**src/hdl/vsrmc_pkg.sv**
```systemverilog
// Package: register offsets, field positions, reset values and carriers of the voice block
package vsrmc_pkg;

    // Byte register offsets on the register port
    localparam logic [4:0] OFS_V1_FREQ_LO = 5'h00;
    localparam logic [4:0] OFS_V1_FREQ_HI = 5'h01;
    localparam logic [4:0] OFS_V1_WAVE    = 5'h04;
    localparam logic [4:0] OFS_V1_ATK_DEC = 5'h05;
    localparam logic [4:0] OFS_V3_FREQ_LO = 5'h0E;
    localparam logic [4:0] OFS_V3_FREQ_HI = 5'h0F;
    localparam logic [4:0] OFS_V3_WAVE    = 5'h12;
    localparam logic [4:0] OFS_CUT_LO     = 5'h15;
    localparam logic [4:0] OFS_CUT_HI     = 5'h16;
    localparam logic [4:0] OFS_FLT_ROUTE  = 5'h17;
    localparam logic [4:0] OFS_MODE_VOL   = 5'h18;
    localparam logic [4:0] OFS_OSC3_OUT   = 5'h1B;

    // Voice waveform control fields
    localparam int BIT_GATE      = 0;
    localparam int BIT_SYNC      = 1;
    localparam int BIT_RING      = 3;
    localparam int BIT_TRIANGLE  = 4;
    localparam int BIT_SAWTOOTH  = 5;
    localparam int BIT_PULSE     = 6;
    localparam int BIT_NOISE     = 7;

    // Master control and routing fields
    localparam int BIT_LOWPASS   = 4;
    localparam int BIT_BANDPASS  = 5;
    localparam int BIT_HIGHPASS  = 6;
    localparam int BIT_V3_MUTE   = 7;
    localparam int BIT_ROUTE_V1  = 0;

    // Reset values
    localparam logic [7:0]  RST_BYTE  = 8'h00;
    localparam logic [22:0] RST_NOISE = 23'h7FFFF8;

    // Filter control carried to the analogue side
    typedef struct packed {
        logic [10:0] cutoff;
        logic        routeV1;
        logic        highPass;
        logic        bandPass;
        logic        lowPass;
        logic [3:0]  volume;
        logic        voice3Mute;
    } vsrmc_filter_t;

endpackage : vsrmc_pkg

```
**src/hdl/vsrmc_voice_ctrl.sv**
```systemverilog
// Voice 1 control with sync and ring coupling to oscillator 3, filter and volume registers
//
// Operation
// - With sync on, voice 1 output is zero whenever either coupled waveform is zero.
// - Waveform control bit 1 enables syncing voice 1 to voice 3.
// - Waveform control bit 0 gates voice 1; bit 4 selects triangle.
// - Bit 3 replaces oscillator 1 triangle with ring mix of oscillators 1 and 3.
// - Master control holds volume, 15 full and 0 silent, plus high-pass select.
// - Writing 1 to the routing register sends voice 1 through the filter.
// - A dedicated register holds cutoff high byte; a write updates the cutoff.
// - Voice 3 frequency high byte sets the modulating oscillator rate.
// - Attack and decay share one register, applied when the voice is gated.
// - Master control bit 6 high-pass, bit 5 band-pass, bit 4 low-pass.
// - Master control bit 7 mutes voice 3 audio, oscillator keeps running.
module vsrmc_voice_ctrl #(
    parameter int          PHASE_W      = 24,
    parameter logic [11:0] ENV_STEP_CYC = 12'h010
) (
    // Clock and reset
    input  wire logic                   core_clk,
    input  wire logic                   resetn,
    // Register port
    input  wire logic [4:0]             regAddr,
    input  wire logic [7:0]             regWrData,
    input  wire logic                   regWrEn,
    input  wire logic                   regRdEn,
    output logic      [7:0]             regRdData,
    // Audio and filter control
    output logic      [7:0]             voice1Sample,
    output logic      [7:0]             voice3Sample,
    output logic      [8:0]             dryMix,
    output logic      [8:0]             filterFeed,
    output vsrmc_pkg::vsrmc_filter_t    filterCtrl
);

    typedef enum {ENV_IDLE, ENV_ATTACK, ENV_DECAY, ENV_RELEASE} vsrmc_env_t;

    logic [7:0]         v1FreqLo_r, v1FreqHi_r, v1Wave_r, v1AtkDec_r;
    logic [7:0]         v3FreqLo_r, v3FreqHi_r, v3Wave_r;
    logic [2:0]         cutLo_r;
    logic [7:0]         cutHi_r, route_r, modeVol_r;
    logic [PHASE_W-1:0] phase1_r, phase3_r;
    logic               msb3Prev_r, noiseClkPrev_r, gatePrev_r;
    logic [22:0]        noise_r;
    logic [7:0]         atkDecAct_r, env_r;
    logic [15:0]        envCnt_r;
    vsrmc_env_t         envState_r;
    logic [7:0]         osc3Out_r;

    logic [7:0]         triWave1, wave1, wave3;
    logic               msb1Eff, syncReset;
    logic [15:0]        envPeriod, prod1;
    logic [8:0]         drySum;
    logic [12:0]        dryScaled, feedScaled;

    // Register writes; every stored byte updates on the cycle of its strobe
    always_ff @(posedge core_clk) begin
        if (!resetn) begin
            v1FreqLo_r <= vsrmc_pkg::RST_BYTE;
            v1FreqHi_r <= vsrmc_pkg::RST_BYTE;
            v1Wave_r   <= vsrmc_pkg::RST_BYTE;
            v1AtkDec_r <= vsrmc_pkg::RST_BYTE;
            v3FreqLo_r <= vsrmc_pkg::RST_BYTE;
            v3FreqHi_r <= vsrmc_pkg::RST_BYTE;
            v3Wave_r   <= vsrmc_pkg::RST_BYTE;
            cutLo_r    <= 3'h0;
            cutHi_r    <= vsrmc_pkg::RST_BYTE;
            route_r    <= vsrmc_pkg::RST_BYTE;
            modeVol_r  <= vsrmc_pkg::RST_BYTE;
        end else if (regWrEn) begin
            if (regAddr == vsrmc_pkg::OFS_V1_FREQ_LO) begin
                v1FreqLo_r <= regWrData;
            end else if (regAddr == vsrmc_pkg::OFS_V1_FREQ_HI) begin
                v1FreqHi_r <= regWrData;
            end else if (regAddr == vsrmc_pkg::OFS_V1_WAVE) begin
                v1Wave_r <= regWrData;
            end else if (regAddr == vsrmc_pkg::OFS_V1_ATK_DEC) begin
                v1AtkDec_r <= regWrData;
            end else if (regAddr == vsrmc_pkg::OFS_V3_FREQ_LO) begin
                v3FreqLo_r <= regWrData;
            end else if (regAddr == vsrmc_pkg::OFS_V3_FREQ_HI) begin
                v3FreqHi_r <= regWrData;
            end else if (regAddr == vsrmc_pkg::OFS_V3_WAVE) begin
                v3Wave_r <= regWrData;
            end else if (regAddr == vsrmc_pkg::OFS_CUT_LO) begin
                cutLo_r <= regWrData[2:0];
            end else if (regAddr == vsrmc_pkg::OFS_CUT_HI) begin
                cutHi_r <= regWrData;
            end else if (regAddr == vsrmc_pkg::OFS_FLT_ROUTE) begin
                route_r <= regWrData;
            end else if (regAddr == vsrmc_pkg::OFS_MODE_VOL) begin
                modeVol_r <= regWrData;
            end
        end
    end

    // Register reads; unmapped offsets answer zero
    always_ff @(posedge core_clk) begin
        if (!resetn) begin
            regRdData <= vsrmc_pkg::RST_BYTE;
        end else if (regRdEn) begin
            if (regAddr == vsrmc_pkg::OFS_V1_FREQ_LO) begin
                regRdData <= v1FreqLo_r;
            end else if (regAddr == vsrmc_pkg::OFS_V1_FREQ_HI) begin
                regRdData <= v1FreqHi_r;
            end else if (regAddr == vsrmc_pkg::OFS_V1_WAVE) begin
                regRdData <= v1Wave_r;
            end else if (regAddr == vsrmc_pkg::OFS_V1_ATK_DEC) begin
                regRdData <= v1AtkDec_r;
            end else if (regAddr == vsrmc_pkg::OFS_V3_FREQ_LO) begin
                regRdData <= v3FreqLo_r;
            end else if (regAddr == vsrmc_pkg::OFS_V3_FREQ_HI) begin
                regRdData <= v3FreqHi_r;
            end else if (regAddr == vsrmc_pkg::OFS_V3_WAVE) begin
                regRdData <= v3Wave_r;
            end else if (regAddr == vsrmc_pkg::OFS_CUT_LO) begin
                regRdData <= {5'h00, cutLo_r};
            end else if (regAddr == vsrmc_pkg::OFS_CUT_HI) begin
                regRdData <= cutHi_r;
            end else if (regAddr == vsrmc_pkg::OFS_FLT_ROUTE) begin
                regRdData <= route_r;
            end else if (regAddr == vsrmc_pkg::OFS_MODE_VOL) begin
                regRdData <= modeVol_r;
            end else if (regAddr == vsrmc_pkg::OFS_OSC3_OUT) begin
                regRdData <= osc3Out_r; // Live oscillator 3 output, envelope does not touch it
            end else begin
                regRdData <= vsrmc_pkg::RST_BYTE;
            end
        end
    end

    // Sync restarts oscillator 1 on the edge after the oscillator 3 phase MSB rises
    assign syncReset = v1Wave_r[vsrmc_pkg::BIT_SYNC] && !msb3Prev_r
                       && phase3_r[PHASE_W-1];

    // Phase accumulators step every cycle; oscillator 3 runs even when muted
    always_ff @(posedge core_clk) begin
        if (!resetn) begin
            phase1_r   <= '0;
            phase3_r   <= '0;
            msb3Prev_r <= 1'b0;
        end else begin
            phase3_r   <= phase3_r + PHASE_W'({v3FreqHi_r, v3FreqLo_r});
            msb3Prev_r <= phase3_r[PHASE_W-1];
            if (syncReset) begin
                phase1_r <= '0;
            end else begin
                phase1_r <= phase1_r + PHASE_W'({v1FreqHi_r, v1FreqLo_r});
            end
        end
    end

    // Noise source shifts on each rise of phase bit PHASE_W-5 of oscillator 3
    always_ff @(posedge core_clk) begin
        if (!resetn) begin
            noise_r        <= vsrmc_pkg::RST_NOISE;
            noiseClkPrev_r <= 1'b0;
        end else begin
            noiseClkPrev_r <= phase3_r[PHASE_W-5];
            if (phase3_r[PHASE_W-5] && !noiseClkPrev_r) begin
                noise_r <= {noise_r[21:0], noise_r[22] ^ noise_r[17]};
            end
        end
    end

    // Oscillator 3 waveform; several selected waves are ANDed together
    always_comb begin
        wave3 = 8'hFF;
        if (v3Wave_r[vsrmc_pkg::BIT_TRIANGLE]) begin
            wave3 = wave3 & (phase3_r[PHASE_W-1] ? ~phase3_r[PHASE_W-2 -: 8]
                                                 : phase3_r[PHASE_W-2 -: 8]);
        end
        if (v3Wave_r[vsrmc_pkg::BIT_SAWTOOTH]) begin
            wave3 = wave3 & phase3_r[PHASE_W-1 -: 8];
        end
        if (v3Wave_r[vsrmc_pkg::BIT_PULSE]) begin
            wave3 = wave3 & {8{phase3_r[PHASE_W-1]}};
        end
        if (v3Wave_r[vsrmc_pkg::BIT_NOISE]) begin
            wave3 = wave3 & noise_r[22:15];
        end
        if (v3Wave_r[7:4] == 4'h0) begin
            wave3 = 8'h00; // No wave selected means a silent oscillator
        end
    end

    // Voice 1 triangle, ring folding and sync gating
    always_comb begin
        msb1Eff = phase1_r[PHASE_W-1];
        if (v1Wave_r[vsrmc_pkg::BIT_RING]) begin
            msb1Eff = phase1_r[PHASE_W-1] ^ phase3_r[PHASE_W-1];
        end
        triWave1 = msb1Eff ? ~phase1_r[PHASE_W-2 -: 8] : phase1_r[PHASE_W-2 -: 8];
        wave1    = v1Wave_r[vsrmc_pkg::BIT_TRIANGLE] ? triWave1 : 8'h00;
        if (v1Wave_r[vsrmc_pkg::BIT_SYNC] && (wave3 == 8'h00)) begin
            wave1 = 8'h00;
        end
    end

    // Envelope period; rate tables are left out, so the field scales a base step
    assign envPeriod = 16'(ENV_STEP_CYC) * 16'({12'h000,
                       (envState_r == ENV_ATTACK) ? atkDecAct_r[7:4] : atkDecAct_r[3:0]} + 16'h0001);

    // Envelope: gate rise latches attack and decay, gate fall releases
    always_ff @(posedge core_clk) begin
        if (!resetn) begin
            envState_r  <= ENV_IDLE;
            env_r       <= 8'h00;
            envCnt_r    <= 16'h0000;
            atkDecAct_r <= 8'h00;
            gatePrev_r  <= 1'b0;
        end else begin
            gatePrev_r <= v1Wave_r[vsrmc_pkg::BIT_GATE];
            if (v1Wave_r[vsrmc_pkg::BIT_GATE] && !gatePrev_r) begin
                atkDecAct_r <= v1AtkDec_r;
                envState_r  <= ENV_ATTACK;
                envCnt_r    <= 16'h0000;
            end else if (!v1Wave_r[vsrmc_pkg::BIT_GATE] && gatePrev_r) begin
                envState_r <= ENV_RELEASE;
                envCnt_r   <= 16'h0000;
            end else if (envCnt_r + 16'h0001 >= envPeriod) begin
                envCnt_r <= 16'h0000;
                case (envState_r)
                    ENV_ATTACK: begin
                        if (env_r == 8'hFF) begin
                            envState_r <= ENV_DECAY;
                        end else begin
                            env_r <= env_r + 8'h01;
                        end
                    end
                    ENV_DECAY, ENV_RELEASE: begin
                        if (env_r == 8'h00) begin
                            envState_r <= ENV_IDLE;
                        end else begin
                            env_r <= env_r - 8'h01;
                        end
                    end
                    default: begin
                        env_r <= 8'h00;
                    end
                endcase
            end else begin
                envCnt_r <= envCnt_r + 16'h0001;
            end
        end
    end

    // Amplitude and mixing; volume scales both paths so 0 gives silence
    assign prod1      = wave1 * env_r;
    assign drySum     = (route_r[vsrmc_pkg::BIT_ROUTE_V1] ? 9'h000 : {1'b0, voice1Sample})
                        + {1'b0, voice3Sample};
    assign dryScaled  = drySum * modeVol_r[3:0];
    assign feedScaled = (route_r[vsrmc_pkg::BIT_ROUTE_V1] ? {1'b0, voice1Sample} : 9'h000)
                        * modeVol_r[3:0];

    // Registered audio outputs; samples one cycle behind the oscillators, mixes two
    always_ff @(posedge core_clk) begin
        if (!resetn) begin
            voice1Sample <= 8'h00;
            voice3Sample <= 8'h00;
            osc3Out_r    <= 8'h00;
            dryMix       <= 9'h000;
            filterFeed   <= 9'h000;
        end else begin
            voice1Sample <= prod1[15:8];
            osc3Out_r    <= wave3;
            voice3Sample <= modeVol_r[vsrmc_pkg::BIT_V3_MUTE] ? 8'h00 : wave3;
            dryMix       <= dryScaled[12:4];
            filterFeed   <= feedScaled[12:4];
        end
    end

    // Filter control follows its registers one cycle after a write
    always_ff @(posedge core_clk) begin
        if (!resetn) begin
            filterCtrl <= '0;
        end else begin
            filterCtrl.cutoff     <= {cutHi_r, cutLo_r};
            filterCtrl.routeV1    <= route_r[vsrmc_pkg::BIT_ROUTE_V1];
            filterCtrl.highPass   <= modeVol_r[vsrmc_pkg::BIT_HIGHPASS];
            filterCtrl.bandPass   <= modeVol_r[vsrmc_pkg::BIT_BANDPASS];
            filterCtrl.lowPass    <= modeVol_r[vsrmc_pkg::BIT_LOWPASS];
            filterCtrl.volume     <= modeVol_r[3:0];
            filterCtrl.voice3Mute <= modeVol_r[vsrmc_pkg::BIT_V3_MUTE];
        end
    end

endmodule : vsrmc_voice_ctrl

```
**config.mk**
```make
export PLATFORM = sky130hd
export DESIGN_NAME = vsrmc_voice_ctrl
export DESIGN_NICKNAME = d
export VERILOG_FILES = /design/src/hdl/vsrmc_pkg.sv /design/src/hdl/vsrmc_voice_ctrl.sv
export SDC_FILE = /design/constraint.sdc
export NUM_CORES = 1
export LEC_CHECK = 0
export BUFFER_PORTS_ARGS = -buffer_cell sky130_fd_sc_hd__buf_2
export CORE_MARGIN = 2
export CORE_UTILIZATION = 62
export CTS_CLUSTER_SIZE = 14
export DETAILED_ROUTE_END_ITERATION = 6
export GPL_TIMING_DRIVEN = 0
export PLACE_DENSITY = 0.81
export SLEW_MARGIN = 20
export SYNTH_ARGS = -nofsm -noshare
export SYNTH_HDL_FRONTEND = slang
export SYNTH_SLANG_ARGS = --single-unit
```
**constraint.sdc**
```tcl
create_clock -name core_clk -period 6.82 [get_ports core_clk]
set_input_delay 1.364 -clock core_clk [delete_from_list [all_inputs] [get_ports core_clk]]
set_output_delay 1.364 -clock core_clk [all_outputs]
set_load 0.05 [all_outputs]
```
==> impl_metrics.env <==
export IMPL_grt_antenna_before_repair=0
export IMPL_grt_pass1_wl_mm=65.5
export IMPL_setup_slack_ns=0.217
export IMPL_total_leakage_power_nw=7.98
export IMPL_diodes=0
export IMPL_cp_max_fo=7
export IMPL_clk_path_buf_depth=3
export IMPL_place_gp_congestion=0.983
export IMPL_synthesis_area_um2=15500
export IMPL_ys_ff_latch=260
export IMPL_numCtsBuffers=28
export IMPL_gr_usage_met3=0.0656
export IMPL_tns_ns=0
export IMPL_synth_edf_count=0
export IMPL_viasPerCell=5.93
export IMPL_worst_pin_slew_ns=1.04
export IMPL_whs_path_depth=2
export IMPL_busiest_layer="met2"
export IMPL_fin_crit_sh=0.968
export IMPL_multiInputGateArea_um2=9700
export IMPL_fmax_mhz=151
export IMPL_cts_sinks=260
export IMPL_io_buffer_count=67
export IMPL_rrSetupSlack_ns=0.22
export IMPL_max_stage_delay_ns=0.55
export IMPL_powerDensity_nw_per_um2=190
export IMPL_track_usage=0.309
export IMPL_r2r_start="phase3_r[23]"
export IMPL_final_cells=2249
export IMPL_hold_ws_ns=0.458
export IMPL_initial_core_util=0.635
export IMPL_drv_slew=0
export IMPL_finalSetupViolCount=0
export IMPL_r2r_cells=24
export IMPL_fillers=1837
export IMPL_drt_iter0_drc=1061
export IMPL_critical_path_top_delay_family="adder cells"
export IMPL_dieArea_um2=26300
export IMPL_fin_nets=2101
export IMPL_path_common_cell="fa_1"
export IMPL_vias=13300
export IMPL_synthFlopType="dfxtp_1"
export IMPL_critical_path_slowest_cell="fa_1"
export IMPL_root_buffer="clkbuf_16"
export IMPL_insertion_delay_ns=0.56
export IMPL_coreArea_um2=24400
export IMPL_ys_warnings_count=0
export IMPL_io_pins=79
export IMPL_routed_wirelength_mm=40.5
export IMPL_final_cell_area_um2=17500
export IMPL_clk_pin_slew_ns=0.07
export IMPL_place_hpwl_mm=29.6
export IMPL_syn_to_final_growth_pct=12.9
export IMPL_place_ws_ns=-0.736
export IMPL_end_kind="register"
export IMPL_cts_max_level=1
export IMPL_first_global_vias=12900
export IMPL_die_w_um=162
export IMPL_drive_gt1_frac=0.0945
export IMPL_cts_tree="done"
export IMPL_wl_per_cell_um=18.0
export IMPL_relSlewSlack=0.304
export IMPL_cts_hold_buf=0
export IMPL_drc=0
export IMPL_met2_usage=0.497
export IMPL_hold_violations=0
export IMPL_hold_path_end="v3Wave_r[0]"
export IMPL_async_flop_share=0
export IMPL_ys_types=74
export IMPL_worstPathRequired_ns=7.22
export IMPL_hp_class="reg -> reg"
export IMPL_postSynthAreaPerCell_um2=8.63
export IMPL_skew_ns=0.0192
export IMPL_drt_first_pass_iters=6
export IMPL_r2r_end="voice1Sample[7]"
export IMPL_cp_start_kind="register"
export IMPL_seqCellArea_um2=5210
export IMPL_cp_cell_sequence="buf_4 > inv_1 > o41ai_1 > o21ai_0 > o2111a_2 > o21ai_1 > nand2_1 > buf_6 > nor2_4 > nand2_1 > fa_1 > fa_1 > inv_1 > fa_1 > fa_1 > ha_4 > o21ai_4 > a2111oi_4 > nand3_1 > o221a_1 > or3_4 > a32o_1 > xnor2_2 > nor2_1"
export IMPL_critPathKind="reg -> reg"
export IMPL_fin_crit_ns=6.60
export IMPL_grt_start_max_net_pins=15
export IMPL_min_delay_start="v3Wave_r[0]"
export IMPL_ys_seq_area_frac=0.336
export IMPL_ir_worst_vdd_mv=0.202
export IMPL_status="finished clean"
export IMPL_grt_overflow=0
export IMPL_arrival_ns=7.01
export IMPL_placedCellCount=2192
export IMPL_rows=57
export IMPL_placed_area_um2=16300
export IMPL_ant_nets=0
export IMPL_grtUsageMet1=0.407
export IMPL_maxCapViolations=0
export IMPL_die_h_um=162
export IMPL_postSynthCellCount=1794
export IMPL_path_buf_inv=4
[layout make-up]
| type | count | area share |
|---|---|---|
| buffer | 86 | 0.0194 |
| clock buffer | 34 | 0.0436 |
| clock inverter | 18 | 0.0119 |
| inverter | 123 | 0.0268 |
| multi-input combinational | 1329 | 0.555 |
| sequential | 260 | 0.298 |
| tap | 324 | 0.0232 |
| timing repair buffer | 75 | 0.0225 |
[worst max-delay path by stage]
| stage | startpoint | to | cells past startpoint | slack, ns |
|---|---|---|---|---|
| 4_1_cts | phase3_r[23] | voice1Sample[7] | 25 | 0.01 |
| 5_1_grt | phase3_r[23] | voice1Sample[7] | 24 | -0.13 |
| 6_report | phase3_r[23] | voice1Sample[7] | 24 | 0.22 |
| 2_1_floorplan | v3Wave_r[7] | voice1Sample[7] | 25 | 0.53 |
| 3_3_place_gp | v3Wave_r[7] | voice1Sample[7] | 25 | -0.54 |
| 3_5_place_dp | v3Wave_r[7] | voice1Sample[7] | 25 | -0.74 |
[cells by family after synthesis]
kind of cell / count (synthesis) / share of synthesized area
simple gates: 681 / 0.208
flops: 260 / 0.336
other cells: 1 / 0.000242
mux: 89 / 0.0581
xor+xnor: 87 / 0.0504
buf+inv: 212 / 0.0519
fa+ha+maj: 181 / 0.177
compound gates: 283 / 0.118
[sequential cells by signal, indices dropped and copies added (netlist names), 3 cells and up]
signal	cells
v1FreqHi_r	8
filterFeed	8
noise_r	23
atkDecAct_r	8
regRdData	8
osc3Out_r	8
route_r	8
cutLo_r	3
filterCtrl	20
v1AtkDec_r	8
v3Wave_r	8
dryMix	9
phase1_r	24
modeVol_r	8
v3FreqHi_r	8
phase3_r	24
cutHi_r	8
v1Wave_r	8
voice3Sample	8
v1FreqLo_r	8
voice1Sample	8
env_r	8
envCnt_r	16
v3FreqLo_r	8
[Yosys cell counts, types with 3 or more instances]
| master | count | area [um2] |
|---|---|---|
| ha_1 | 118 | 1480 |
| and4_1 | 4 | 35.0 |
| nor2_1 | 198 | 743 |
| or3_1 | 11 | 68.8 |
| a21boi_0 | 3 | 22.5 |
| and3_1 | 23 | 144 |
| nand2b_1 | 18 | 113 |
| o31ai_1 | 3 | 22.5 |
| o21ai_0 | 45 | 225 |
| nand2_1 | 201 | 754 |
| inv_1 | 121 | 454 |
| xnor2_1 | 56 | 490 |
| mux2_2 | 7 | 78.8 |
| a22o_1 | 5 | 43.8 |
| a211oi_1 | 6 | 45.0 |
| a21o_1 | 31 | 233 |
| buf_1 | 3 | 11.3 |
| o221ai_1 | 11 | 96.3 |
| o211ai_1 | 5 | 37.5 |
| or4_1 | 3 | 22.5 |
| a21oi_1 | 101 | 505 |
| and2_1 | 74 | 463 |
| nor3b_1 | 7 | 52.6 |
| xor2_1 | 30 | 263 |
| fa_1 | 63 | 1260 |
| a31oi_1 | 12 | 75.1 |
| dfxtp_1 | 260 | 5200 |
| mux2i_1 | 82 | 821 |
| nor2b_1 | 27 | 169 |
| nand4_1 | 13 | 81.3 |
| o22ai_1 | 9 | 56.3 |
| clkbuf_1 | 83 | 312 |
| o21bai_1 | 17 | 128 |
| nor3_1 | 28 | 140 |
| a221oi_1 | 8 | 70.1 |
| nor4_1 | 6 | 37.5 |
| nand3b_1 | 4 | 30.0 |
| nand3_1 | 51 | 255 |
[report_power, final]
group	switching (W)	internal (W)
logic	0.000144	0.0000567
registers	0.0000165	0.00153
clock network	0.000660	0.000919
total	0.000820	0.00251
[what timing repair did]
action,4_1_cts,5_1_grt
endpoints found under the setup margin,8,6
resized for setup,22,25
setup buffers,0,7
pin swaps,1,14
gates cloned,0,1
[tightest hold or removal path: cells and delay by family, from the launching register on]
kind,cells,cell delay (ns)
and+or+nand+nor,1,0.05
AOI/OAI and AO/OA,1,0.05
DFF,1,0.31
[per-layer routing]
metal  vias to the layer above  share of wire
li1                       6259              -
met1                      6340           0.42
met2                       595           0.45
met3                       150          0.091
met4                         0          0.046
met5                         -              0
[cells in the final DEF, fill, tap and decap left out, types with 5 or more instances in the layout]
master and count:
a31oi_1 12, nor2_1 192, and2_1 74, a21oi_1 100, o21ai_0 42, buf_4 9
nand2b_1 18, a21o_1 31, nor3_1 27, xnor2_1 55, o21bai_1 17, nand2_1 201
nand3_1 51, o211ai_1 5, inv_1 119, o221ai_1 11, clkinvlp_4 7, clkbuf_1 81
nand4_1 13, dfxtp_1 257, buf_2 69, a221oi_1 8, mux2i_1 82, mux2_2 7
and3_1 23, xor2_1 30, a211oi_1 5, conb_1 8, nor3b_1 7, or3_1 11
a22o_1 5, clkbuf_16 28, nor2b_1 27, ha_1 117, fa_1 63
[metrics by stage]
step           total power, W   util
6_report              0.00333  0.717
5_1_grt               0.00341  0.717
4_1_cts               0.00333  0.710
3_5_place_dp          0.00177  0.667
3_3_place_gp          0.00177  0.667
2_1_floorplan         0.00171      -
(Power assumes the default switching activity.)
